### src/logic/sync_measure_cfg.svh
// register offsets, field positions, reset values and timing counts of the sync measurement block
`ifndef SYNC_MEASURE_CFG_SVH
`define SYNC_MEASURE_CFG_SVH
`define REG_FRAME_PERIOD_HIGH 8'h44
`define REG_FRAME_PERIOD_LOW 8'h45
`define REG_VERTICAL_PULSE_WIDTH 8'h46
`define REG_PIXEL_START_HIGH 8'h47
`define REG_PIXEL_START_LOW 8'h48
`define REG_PIXEL_COUNT_HIGH 8'h49
`define REG_PIXEL_COUNT_LOW 8'h4A
`define REG_FIRST_LINE_HIGH 8'h4B
`define REG_FIRST_LINE_LOW 8'h4C
`define REG_VISIBLE_LINES_HIGH 8'h4D
`define REG_VISIBLE_LINES_LOW 8'h4E
`define REG_TIMING_MEASURE_CONFIG 8'h4F
`define REG_PHASE_COMMAND 8'h50
`define REG_PHASE_COMMAND_STATUS 8'h51
`define REG_EVENT_STATUS 8'h60
`define REG_EVENT_MASK 8'h61
`define RST_PIXEL_START 10'h0F6
`define RST_PIXEL_COUNT 12'h500
`define RST_FIRST_LINE 10'h026
`define RST_VISIBLE_LINES 12'h400
`define RST_CONFIG 2'h0
`define CFG_UNITS_BIT 0
`define CFG_LINECOUNT_BIT 1
`define STATUS_BUSY_BIT 7
`define XTAL_UNIT_DIV 512
`define PHASE_BUSY_CYCLES 16'h0400
`define WINDOW_BUSY_CYCLES 16'h0010
`define EVT_FRAME_DONE 0
`define EVT_CMD_DONE 1
`define EVT_BAD_CMD 2
`endif

### src/logic/sync_measure_pkg.sv
// types of the sync measurement block
package sync_measure_pkg;
    typedef enum logic [2:0] {
        CMD_APPLY_PHASE = 3'h3,
        CMD_APPLY_WINDOW = 3'h4
    } phase_command_code_t;
    typedef enum {
        CMD_IDLE,
        CMD_RUN
    } cmd_state_t;
endpackage

### src/logic/sync_timing_measure_and_window.sv
// sync period measurement, active window registers and phase command engine
//
// Contract
// - frame period is 12 bits covering one full frame (two fields interlaced).
// - period equals 256 times high nibble plus low byte.
// - period and width are in lines or crystal/512 periods.
// - pulse width is 7 bits, true vertical sync only.
// - config bit 0 clear gives lines, set gives 512 crystal clocks.
// - config bit 1 selects integer line count or time-derived count.
// - pixel start: 10 bits, reset 0x0F6.
// - visible pixel count: 12 bits, reset 0x500.
// - line start: 10 bits, reset 0x026.
// - visible line count: 12 bits, reset 0x400.
// - each write to the command register launches its low three bits.
// - code 011 applies phase, 100 applies active window; others reserved.
// - status bit 7 is one while a phase or window command runs.
`timescale 1ns/1ps
`default_nettype none
`include "sync_measure_cfg.svh"
module sync_timing_measure_and_window #(
    parameter int XTAL_DIV = `XTAL_UNIT_DIV,
    parameter logic [15:0] PHASE_CYCLES = `PHASE_BUSY_CYCLES,
    parameter logic [15:0] WINDOW_CYCLES = `WINDOW_BUSY_CYCLES
) (
    input wire logic clk_sys,
    input wire logic rst_n,
    input wire logic xtal_tick,
    input wire logic horizontal_sync_output,
    input wire logic vertical_sync_output,
    input wire logic interlaced,
    input wire logic wb_cyc_i,
    input wire logic wb_stb_i,
    input wire logic wb_we_i,
    input wire logic [7:0] wb_adr_i,
    input wire logic [3:0] wb_sel_i,
    input wire logic [31:0] wb_dat_i,
    output logic [31:0] wb_dat_o,
    output logic wb_ack_o,
    output logic irq,
    output logic phase_apply,
    output logic window_apply
);
    import sync_measure_pkg::*;

    // ********************************
    // state
    // ********************************
    typedef struct packed {
        logic [1:0] hs_sync;
        logic [1:0] vs_sync;
        logic [1:0] xt_sync;
        logic [1:0] il_sync;
        logic hs_prev;
        logic vs_prev;
        logic xt_prev;
        logic field_odd;
        logic [8:0] xdiv;
        logic [11:0] line_cnt;
        // wide enough for a whole frame of crystal ticks before the divide
        logic [23:0] time_cnt;
        logic [11:0] hline_xt;
        logic [11:0] hline_meas;
        logic [6:0] width_cnt;
        logic [11:0] frame_period;
        logic [6:0] pulse_width;
        logic [9:0] pixel_start;
        logic [11:0] pixel_count;
        logic [9:0] first_line;
        logic [11:0] visible_lines;
        logic [1:0] config_bits;
        cmd_state_t cmd_state;
        logic [15:0] cmd_timer;
        logic cmd_is_phase;
        logic [2:0] evt_status;
        logic [2:0] evt_mask;
        logic [31:0] dat_o;
        logic ack;
        logic irq;
        logic phase_apply;
        logic window_apply;
    } state_t;

    state_t cur;
    state_t next_state;

    function automatic logic [7:0] byte_in(input logic [31:0] d);
        byte_in = d[7:0];
    endfunction

    // ********************************
    // logic
    // ********************************
    logic hs_rise;
    logic vs_rise;
    logic vs_fall;
    logic xt_rise;
    logic unit_tick;
    logic access;
    logic wr;
    logic [2:0] evt_set;
    logic [11:0] derived_lines;
    logic [7:0] wbyte;

    always_comb begin
        next_state = cur;
        wbyte = byte_in(wb_dat_i);
        // ********************************
        // synchronisers and edge detection
        // ********************************
        next_state.hs_sync = {cur.hs_sync[0], horizontal_sync_output};
        next_state.vs_sync = {cur.vs_sync[0], vertical_sync_output};
        next_state.xt_sync = {cur.xt_sync[0], xtal_tick};
        next_state.il_sync = {cur.il_sync[0], interlaced};
        next_state.hs_prev = cur.hs_sync[1];
        next_state.vs_prev = cur.vs_sync[1];
        next_state.xt_prev = cur.xt_sync[1];
        hs_rise = cur.hs_sync[1] && !cur.hs_prev;
        vs_rise = cur.vs_sync[1] && !cur.vs_prev;
        vs_fall = !cur.vs_sync[1] && cur.vs_prev;
        xt_rise = cur.xt_sync[1] && !cur.xt_prev;
        evt_set = 3'h0;
        // ********************************
        // measurement
        // ********************************
        // crystal/512 unit counter
        unit_tick = 1'b0;
        if (xt_rise) begin
            if (cur.xdiv == 9'(XTAL_DIV - 1)) begin
                next_state.xdiv = 9'h000;
                unit_tick = 1'b1;
            end else begin
                next_state.xdiv = cur.xdiv + 9'h001;
            end
        end
        // line period in crystal units, for the time-derived line count
        if (hs_rise) begin
            next_state.hline_meas = 12'h000;
            next_state.hline_xt = (cur.hline_meas == 12'h000) ? 12'h001 : cur.hline_meas;
        end else if (xt_rise && cur.hline_meas != 12'hFFF) begin
            next_state.hline_meas = cur.hline_meas + 12'h001;
        end
        if (hs_rise) begin
            next_state.line_cnt = cur.line_cnt + 12'h001;
        end
        if (xt_rise) begin
            next_state.time_cnt = cur.time_cnt + 24'h000001;
        end
        // width counts the main pulse only, broad sync level stays high through serrations
        if (cur.vs_sync[1]) begin
            if (cur.config_bits[`CFG_UNITS_BIT] ? unit_tick : hs_rise) begin
                if (cur.width_cnt != 7'h7F) begin
                    next_state.width_cnt = cur.width_cnt + 7'h01;
                end
            end
        end
        if (vs_rise) begin
            next_state.width_cnt = 7'h00;
        end
        if (vs_fall) begin
            next_state.pulse_width = cur.width_cnt;
        end
        // frame ticks over line ticks, rounded to the nearest whole line
        derived_lines = 12'((32'(cur.time_cnt) + 32'(cur.hline_xt) / 2) / 32'(cur.hline_xt));
        if (vs_rise) begin
            next_state.field_odd = !cur.field_odd;
            // interlaced frame spans two fields
            if (!cur.il_sync[1] || cur.field_odd) begin
                next_state.line_cnt = 12'h000;
                next_state.time_cnt = 24'h000000;
                next_state.field_odd = 1'b0;
                evt_set[`EVT_FRAME_DONE] = 1'b1;
                if (cur.config_bits[`CFG_UNITS_BIT]) begin
                    next_state.frame_period = 12'(cur.time_cnt / 24'(XTAL_DIV));
                end else if (!cur.config_bits[`CFG_LINECOUNT_BIT]) begin
                    next_state.frame_period = cur.line_cnt;
                end else begin
                    next_state.frame_period = derived_lines;
                end
            end
        end
        // the time counter advances per crystal tick; units divide on capture
        if (cur.config_bits[`CFG_UNITS_BIT] == 1'b0 && cur.config_bits[`CFG_LINECOUNT_BIT] == 1'b0) begin
            next_state.time_cnt = next_state.time_cnt;
        end
        // ********************************
        // command engine
        // ********************************
        next_state.phase_apply = 1'b0;
        next_state.window_apply = 1'b0;
        if (cur.cmd_state == CMD_RUN) begin
            if (cur.cmd_timer == 16'h0000) begin
                next_state.cmd_state = CMD_IDLE;
                evt_set[`EVT_CMD_DONE] = 1'b1;
                next_state.phase_apply = cur.cmd_is_phase;
                next_state.window_apply = !cur.cmd_is_phase;
            end else begin
                next_state.cmd_timer = cur.cmd_timer - 16'h0001;
            end
        end
        // ********************************
        // register bus
        // ********************************
        // wishbone slave, one wait state, ack drops the cycle after
        access = wb_cyc_i && wb_stb_i && !cur.ack;
        wr = access && wb_we_i && wb_sel_i[0];
        next_state.ack = access;
        next_state.dat_o = 32'h0000_0000;
        if (access && !wb_we_i) begin
            case (wb_adr_i)
                `REG_FRAME_PERIOD_HIGH: begin
                    next_state.dat_o[3:0] = cur.frame_period[11:8];
                end
                `REG_FRAME_PERIOD_LOW: begin
                    next_state.dat_o[7:0] = cur.frame_period[7:0];
                end
                `REG_VERTICAL_PULSE_WIDTH: begin
                    next_state.dat_o[6:0] = cur.pulse_width;
                end
                `REG_PIXEL_START_HIGH: begin
                    next_state.dat_o[1:0] = cur.pixel_start[9:8];
                end
                `REG_PIXEL_START_LOW: begin
                    next_state.dat_o[7:0] = cur.pixel_start[7:0];
                end
                `REG_PIXEL_COUNT_HIGH: begin
                    next_state.dat_o[3:0] = cur.pixel_count[11:8];
                end
                `REG_PIXEL_COUNT_LOW: begin
                    next_state.dat_o[7:0] = cur.pixel_count[7:0];
                end
                `REG_FIRST_LINE_HIGH: begin
                    next_state.dat_o[1:0] = cur.first_line[9:8];
                end
                `REG_FIRST_LINE_LOW: begin
                    next_state.dat_o[7:0] = cur.first_line[7:0];
                end
                `REG_VISIBLE_LINES_HIGH: begin
                    next_state.dat_o[3:0] = cur.visible_lines[11:8];
                end
                `REG_VISIBLE_LINES_LOW: begin
                    next_state.dat_o[7:0] = cur.visible_lines[7:0];
                end
                `REG_TIMING_MEASURE_CONFIG: begin
                    next_state.dat_o[1:0] = cur.config_bits;
                end
                `REG_PHASE_COMMAND_STATUS: begin
                    next_state.dat_o[`STATUS_BUSY_BIT] = (cur.cmd_state == CMD_RUN);
                end
                `REG_EVENT_STATUS: begin
                    next_state.dat_o[2:0] = cur.evt_status;
                end
                `REG_EVENT_MASK: begin
                    next_state.dat_o[2:0] = cur.evt_mask;
                end
                default: begin
                    next_state.dat_o = 32'h0000_0000;
                end
            endcase
        end
        if (wr) begin
            case (wb_adr_i)
                `REG_PIXEL_START_HIGH: begin
                    next_state.pixel_start[9:8] = wbyte[1:0];
                end
                `REG_PIXEL_START_LOW: begin
                    next_state.pixel_start[7:0] = wbyte;
                end
                `REG_PIXEL_COUNT_HIGH: begin
                    next_state.pixel_count[11:8] = wbyte[3:0];
                end
                `REG_PIXEL_COUNT_LOW: begin
                    next_state.pixel_count[7:0] = wbyte;
                end
                `REG_FIRST_LINE_HIGH: begin
                    next_state.first_line[9:8] = wbyte[1:0];
                end
                `REG_FIRST_LINE_LOW: begin
                    next_state.first_line[7:0] = wbyte;
                end
                `REG_VISIBLE_LINES_HIGH: begin
                    next_state.visible_lines[11:8] = wbyte[3:0];
                end
                `REG_VISIBLE_LINES_LOW: begin
                    next_state.visible_lines[7:0] = wbyte;
                end
                `REG_TIMING_MEASURE_CONFIG: begin
                    next_state.config_bits = wbyte[1:0];
                end
                `REG_EVENT_MASK: begin
                    next_state.evt_mask = wbyte[2:0];
                end
                `REG_PHASE_COMMAND: begin
                    // a write while busy restarts; host is expected to wait
                    case (wbyte[2:0])
                        CMD_APPLY_PHASE: begin
                            next_state.cmd_state = CMD_RUN;
                            next_state.cmd_timer = PHASE_CYCLES;
                            next_state.cmd_is_phase = 1'b1;
                        end
                        CMD_APPLY_WINDOW: begin
                            next_state.cmd_state = CMD_RUN;
                            next_state.cmd_timer = WINDOW_CYCLES;
                            next_state.cmd_is_phase = 1'b0;
                        end
                        default: begin
                            evt_set[`EVT_BAD_CMD] = 1'b1;
                        end
                    endcase
                end
                default: begin
                end
            endcase
        end
        // ********************************
        // events
        // ********************************
        // write-one-to-clear, a set in the same cycle wins
        if (wr && wb_adr_i == `REG_EVENT_STATUS) begin
            next_state.evt_status = cur.evt_status & ~wbyte[2:0];
        end
        next_state.evt_status = next_state.evt_status | evt_set;
        next_state.irq = |(next_state.evt_status & next_state.evt_mask);
    end

    // ********************************
    // registers
    // ********************************
    always_ff @(posedge clk_sys or negedge rst_n) begin
        if (!rst_n) begin
            cur.hs_sync <= 2'h0;
            cur.vs_sync <= 2'h0;
            cur.xt_sync <= 2'h0;
            cur.il_sync <= 2'h0;
            cur.hs_prev <= 1'h0;
            cur.vs_prev <= 1'h0;
            cur.xt_prev <= 1'h0;
            cur.field_odd <= 1'h0;
            cur.xdiv <= 9'h000;
            cur.line_cnt <= 12'h000;
            cur.time_cnt <= 24'h000000;
            cur.hline_meas <= 12'h000;
            cur.width_cnt <= 7'h00;
            cur.frame_period <= 12'h000;
            cur.pulse_width <= 7'h00;
            cur.pixel_start <= `RST_PIXEL_START;
            cur.pixel_count <= `RST_PIXEL_COUNT;
            cur.first_line <= `RST_FIRST_LINE;
            cur.visible_lines <= `RST_VISIBLE_LINES;
            cur.config_bits <= `RST_CONFIG;
            cur.cmd_state <= CMD_IDLE;
            cur.cmd_timer <= 16'h0000;
            cur.cmd_is_phase <= 1'h0;
            cur.evt_status <= 3'h0;
            cur.evt_mask <= 3'h0;
            cur.dat_o <= 32'h0000_0000;
            cur.ack <= 1'h0;
            cur.irq <= 1'h0;
            cur.phase_apply <= 1'h0;
            cur.window_apply <= 1'h0;
            // one, so the time-derived count never divides by zero
            cur.hline_xt <= 12'h001;
        end else begin
            cur <= next_state;
        end
    end

    assign wb_dat_o = cur.dat_o;
    assign wb_ack_o = cur.ack;
    assign irq = cur.irq;
    assign phase_apply = cur.phase_apply;
    assign window_apply = cur.window_apply;
endmodule
`default_nettype wire

### config.mk
export PLATFORM = sky130hd
export DESIGN_NAME = sync_timing_measure_and_window
export DESIGN_NICKNAME = d
export VERILOG_FILES = /design/src/logic/sync_measure_pkg.sv /design/src/logic/sync_timing_measure_and_window.sv
export VERILOG_INCLUDE_DIRS = /design/src /design/src/logic
export SDC_FILE = /design/constraint.sdc
export NUM_CORES = 1
export LEC_CHECK = 0
export ABC_AREA = 1
export BUFFER_PORTS_ARGS = -buffer_cell sky130_fd_sc_hd__buf_2
export CAP_MARGIN = 10
export CORE_ASPECT_RATIO = 0.9
export CORE_UTILIZATION = 67
export CTS_BUF_LIST = sky130_fd_sc_hd__clkbuf_2 sky130_fd_sc_hd__clkbuf_4 sky130_fd_sc_hd__clkbuf_8
export DETAILED_ROUTE_END_ITERATION = 16
export GPL_TIMING_DRIVEN = 1
export HOLD_SLACK_MARGIN = 0.05
export PLACE_DENSITY = 0.95
export SYNTH_ARGS = -nofsm -noshare
export SYNTH_HDL_FRONTEND = slang
export SYNTH_SLANG_ARGS = --single-unit
export TNS_END_PERCENT = 100
### constraint.sdc
create_clock -name clk_sys -period 98.1 [get_ports clk_sys]
set_input_delay 19.62 -clock clk_sys [delete_from_list [all_inputs] [get_ports clk_sys]]
set_output_delay 19.62 -clock clk_sys [all_outputs]
set_load 0.005 [all_outputs]
# After elaboration in Yosys (flattened, before gate mapping)
# Index checks and enable logic that the tools add are counted.
# op_classes
muxes	42
reduce_logical	42
n_addsub	7
bitwise	4
div_mod_pow	1
n_eq_ne	22
# op_table
operator	count
$eq A8 B7 Y1 const B	16
$mux W49	2
$pmux W49 S2	1
$mux W12	6
$mux W36	2
$mux W48	1
$div A32 B12 Y32	1
$eq A32 B2 Y1 const B	1
$mux W32	1
$mux W7	4
$pmux W2 S14	1
$add A24 B11 Y25	1
$add A12 B1 Y12 const B	2
$add A24 B1 Y24 const B	1
$mux W24	1
$reduce_and A2 Y1	10
$pmux W3 S6	1
$logic_not A16 Y1	1
$mux W16	1
$sub A16 B1 Y16 const B	1
$logic_not A12 Y1	1
$ne A12 B12 Y1 const B	1
$logic_and A1 B1 Y1	11
$mux W1	11
other kinds (22)	39
# word_totals
wordCells	153
register_bits	244

# Logic depth before layout (Yosys ltp)
# depth
depth_word	9
depth_mapped	538
mapped_depth_nobuf	503

# Least setup slack after synthesis
# No wires, ideal clock.
# synth_path
kind	reg2reg
start	reg cur[175] in the netlist's numbering
end	reg cur[144] in the netlist's numbering
slack_ps	27801
setup_time_ps	116
n_path_buf	37
synth_period_minus_slack_ps	70299
arrival_ps	70182
required_time_ps	97984
stages_incl_launch_ff	514
cell_sequence	dfstp_2 -> inv_1 -> ha_1 -> nand2_1 -> nand3b_1 -> nand4_1 -> inv_1 -> ha_1 -> nand2_1 -> nand3_1 -> nand2_1 -> nand2_2 -> nand2_2 -> nand2_1 -> nand2_2 -> inv_1 -> ha_1 -> nand2_1 -> [478 not listed] -> a21boi_0 -> o21a_1 -> o21a_1 -> o21a_1 -> o21a_1 -> o21a_1 -> o21a_1 -> nor2_1 -> o2111a_1 -> nand4_1 -> nor2_1 -> nand2_1 -> nor2_1 -> nand2_1 -> nand2_1 -> nand2_1 -> nand2_1 -> nand2_1
# synth_via
elab_chain_cells	3
# synth_lines
element	line_no	text
start: declaration	sync_timing_measure_and_window.sv:83	state_t cur;
$div A32 B12 Y32	sync_timing_measure_and_window.sv:163	derived_lines = 12'((32'(cur.time_cnt) + 32'(cur.hline_xt) / 2) / 32'(cur.hline_xt));
$mux W12	sync_timing_measure_and_window.sv:174	end else if (!cur.config_bits[`CFG_LINECOUNT_BIT]) begin
$mux W12	sync_timing_measure_and_window.sv:172	if (cur.config_bits[`CFG_UNITS_BIT]) begin
# Every way passes these cells.
# A chain may end at the register's enable or synchronous reset.

# Worst setup path in the final report
# Same ends and word-level chain as after synthesis.

==> flow_metrics.py <==
metrics = {
    "outcome": {
        "status": "complete, no violations",
    },
    "critical_path": {
        "slowest_stage": "nor2_2",
        "cp.depth": 477,
        "worstRegToRegCells": 477,
        "crit_family": "compound AO/OA/AOI/OAI gates",
        "cp.required_ps": 98540,
        "critPathKind": "reg -> reg",
        "cp_max_fo": 31,
        "max_stage_delay_ps": 820,
        "worst_setup_path_start_kind": "flop",
        "path_buf_inv": 82,
        "crit_top_cell": "nand2_1",
        "critPathCaptureType": "flop",
        "arrival_ps": 82150,
    },
    "detailed_routing": {
        "remaining_drc_errors": 0,
        "antenna_left": 0,
        "drt_iter0_markers": 2809,
        "vias_per_cell": 5.90,
        "first_pass_iters": 6,
        "wl_um": 89700,
        "wl_per_cell_um": 15.0,
        "vias": 35300,
    },
    "synth": {
        "synthFlopType": "dfrtp_1",
        "synth-simple-area-share_pct": 38.1,
        "yosysTopAreaCell": "dfrtp_1",
        "synth_top_family_by_area": "simple AND/OR/NAND/NOR gates",
        "synth-xor-area-share_pct": 7.48,
        "ys_async_sr_fraction_pct": 100,
        "postSynthCellCount": 5281,
        "synth_cell_type_count": 92,
        "synth-compound-area-share_pct": 15.2,
        "synthAdderAreaFrac_pct": 12.2,
        "ys_ff_latch": 220,
        "syn_area_mm2": 0.0347,
        "netlist.area_leader.share_pct": 14.9,
        "syn_area_per_cell_um2": 6.57,
        "yosysWarnings": 0,
        "yosysSeqAreaShare_pct": 15.9,
        "netlist_top_cells_area": "dfrtp_1, nand2_1, ha_1",
        "synth_edf_count": 0,
        "synthMuxAreaShare_pct": 0,
        "yosysMostFrequentCell": "nand2_1",
        "ys_top_cells_by_count": "nand2_1, inv_1, nor2_1",
    },
    "clock_network": {
        "ctsResizeCount": 0,
        "cts_buffer_depth": 3,
        "postCtsSetupBuffers": 0,
        "cts-root-buf": "clkbuf_8",
        "clock_latency_ps": 600,
        "tritoncts": "done",
        "clk_pin_slew_worst_paths_ps": 60,
        "h-tree-depth": 1,
        "cts.sinks": 220,
        "hold_buffers": 0,
        "cts_made_buffers": 31,
    },
    "placement": {
        "placed_area_mm2": 0.0352,
        "hpwl_um": 69300,
        "dp.cells": 5932,
        "port_buffers": 37,
        "gp_congestion": 0.957,
    },
    "floorplan": {
        "die_width_um": 242,
        "coreArea_mm2": 0.0507,
        "io_pins": 89,
        "die_area_mm2": 0.0527,
        "initial_core_util_pct": 68.3,
        "rows": 78,
        "die-height_um": 218,
    },
    "cells_and_area": {
        "syn_to_final_growth_pct": 3.48,
        "post-route-util_pct": 70.7,
        "fill_cells": 4005,
        "layoutNonFillerInstCount": 5989,
        "drive_gt1_share_pct": 12.1,
        "final_area_mm2": 0.0359,
        "fin_nets": 5676,
    },
    "grt": {
        "grt_pass1_vias": 32900,
        "grt.met1_usage_pct": 43.6,
        "grt_pass1_wl_um": 150000,
        "grtUsageMet2_pct": 56.7,
        "gr-total-overflow": 0,
        "track_usage_pct": 33.3,
        "use_met3_pct": 3.22,
        "busiest_layer": "met2",
        "grt_start_max_net_pins": 144,
        "antenna_found_initial": 2,
    },
    "flow_run": {
        "max_cap_viol_count": 0,
    },
    "timing": {
        "tightest_slew_ps": 1050,
        "timing.final.crit_period_ps": 81710,
        "finalCritPeriodShare_pct": 83.3,
        "hold_viol": 0,
        "skew_ps": 49.2,
        "setup_viol": 0,
        "relSlewSlack_pct": 29.8,
        "rsz0062_at_grt": "false",
        "tns_ps": 0,
        "slew_violations": 0,
        "fmax_mhz": 12.2,
    },
    "worst_hold_path": {
        "hold_class": "reg -> reg",
        "holdPathStages": 0,
    },
}
==> state kept, by name (all words and copies together) (netlist names) <==
register	cells
cur	208
irq	1
phase_apply	1
wb_ack_o	1
wb_dat_o	8
window_apply	1
==> cells by family after synthesis <==
group	Yosys count
simple gates	2622
compound gates	903
buf+inv	901
fa+ha+maj	338
xor+xnor	296
flops	220
other cells	1
==> layout by cell type, fill, tap and decap left out, types with 19 or more instances in the layout <==
cell type,synthesis,layout
a21o_1,19,19
a21oi_1,268,268
buf_2,4,36
buf_4,36,19
clkbuf_8,2,40
conb_1,1,31
dfrtp_1,207,207
ha_1,337,337
inv_1,696,696
inv_2,54,54
nand2_1,1229,1229
nand2_2,102,102
nand2_4,54,54
nand3_1,310,310
nand3_2,67,67
nand3_4,35,35
nand3b_1,23,23
nand4_1,114,114
nor2_1,417,416
nor2_2,51,52
nor2_4,30,30
nor3_1,77,77
nor4_1,21,21
o211ai_1,20,20
o21ai_0,389,389
o21ai_1,40,40
o21ai_2,21,21
o21bai_1,26,26
or2_2,27,27
xnor2_1,103,103
xor2_1,193,193
==> metal layers <==
layer	up-vias	wire length, µm
met5	-	13
met4	2	2970
met3	296	6790
met2	1497	41700
met1	16200	38200
li1	17400	-
==> final timing paths <==
| kind | end | slack, ps | startpoint |
|---|---|---|---|
| max reg2reg | cur[144] | 16390 | cur[175] |
| max | cur[144] | 16390 | cur[175] |
| min reg2reg | cur[237] | 340 | cur[236] |
| min in group asynchronous | cur[76] | 19160 | rst_n |
| min | cur[237] | 340 | cur[236] |
| max in group asynchronous | cur[91] | 77300 | rst_n |
==> layout make-up <==
| type | count | area [µm²] | area share [%] |
|---|---|---|---|
| diodes | 1 | 2.50 | 0.00697 |
| clock buffers | 49 | 618 | 1.72 |
| clock inverters | 7 | 87.6 | 0.244 |
| inverters | 786 | 3040 | 8.46 |
| multi-input cells | 4190 | 25400 | 70.9 |
| flip-flops and latches | 220 | 5520 | 15.4 |
| well taps | 680 | 851 | 2.37 |
| repair buffers | 56 | 338 | 0.941 |
==> stage by stage <==
| step | hold slack [ps] | setup WS, ps |
|---|---|---|
| 6_report | 341 | 16390 |
| 5_1_grt | 364 | 8280 |
| 4_1_cts | 343 | 17660 |
| 3_5_place_dp | 335 | 18080 |
| 3_3_place_gp | 331 | 21020 |
| 2_1_floorplan | 331 | 27800 |
==> worst register-to-register path: cells and delay by family, from the launching register on <==
| kind | cells | cell delay [ps] |
|---|---|---|
| fa+ha+maj | 31 | 10470 |
| flops | 1 | 620 |
| buf+inv | 82 | 10250 |
| simple gates | 200 | 26860 |
| compound gates | 164 | 33390 |
Power is not shown: default switching activity piles up to over one toggle a cycle in this logic, so the estimate is an artifact.
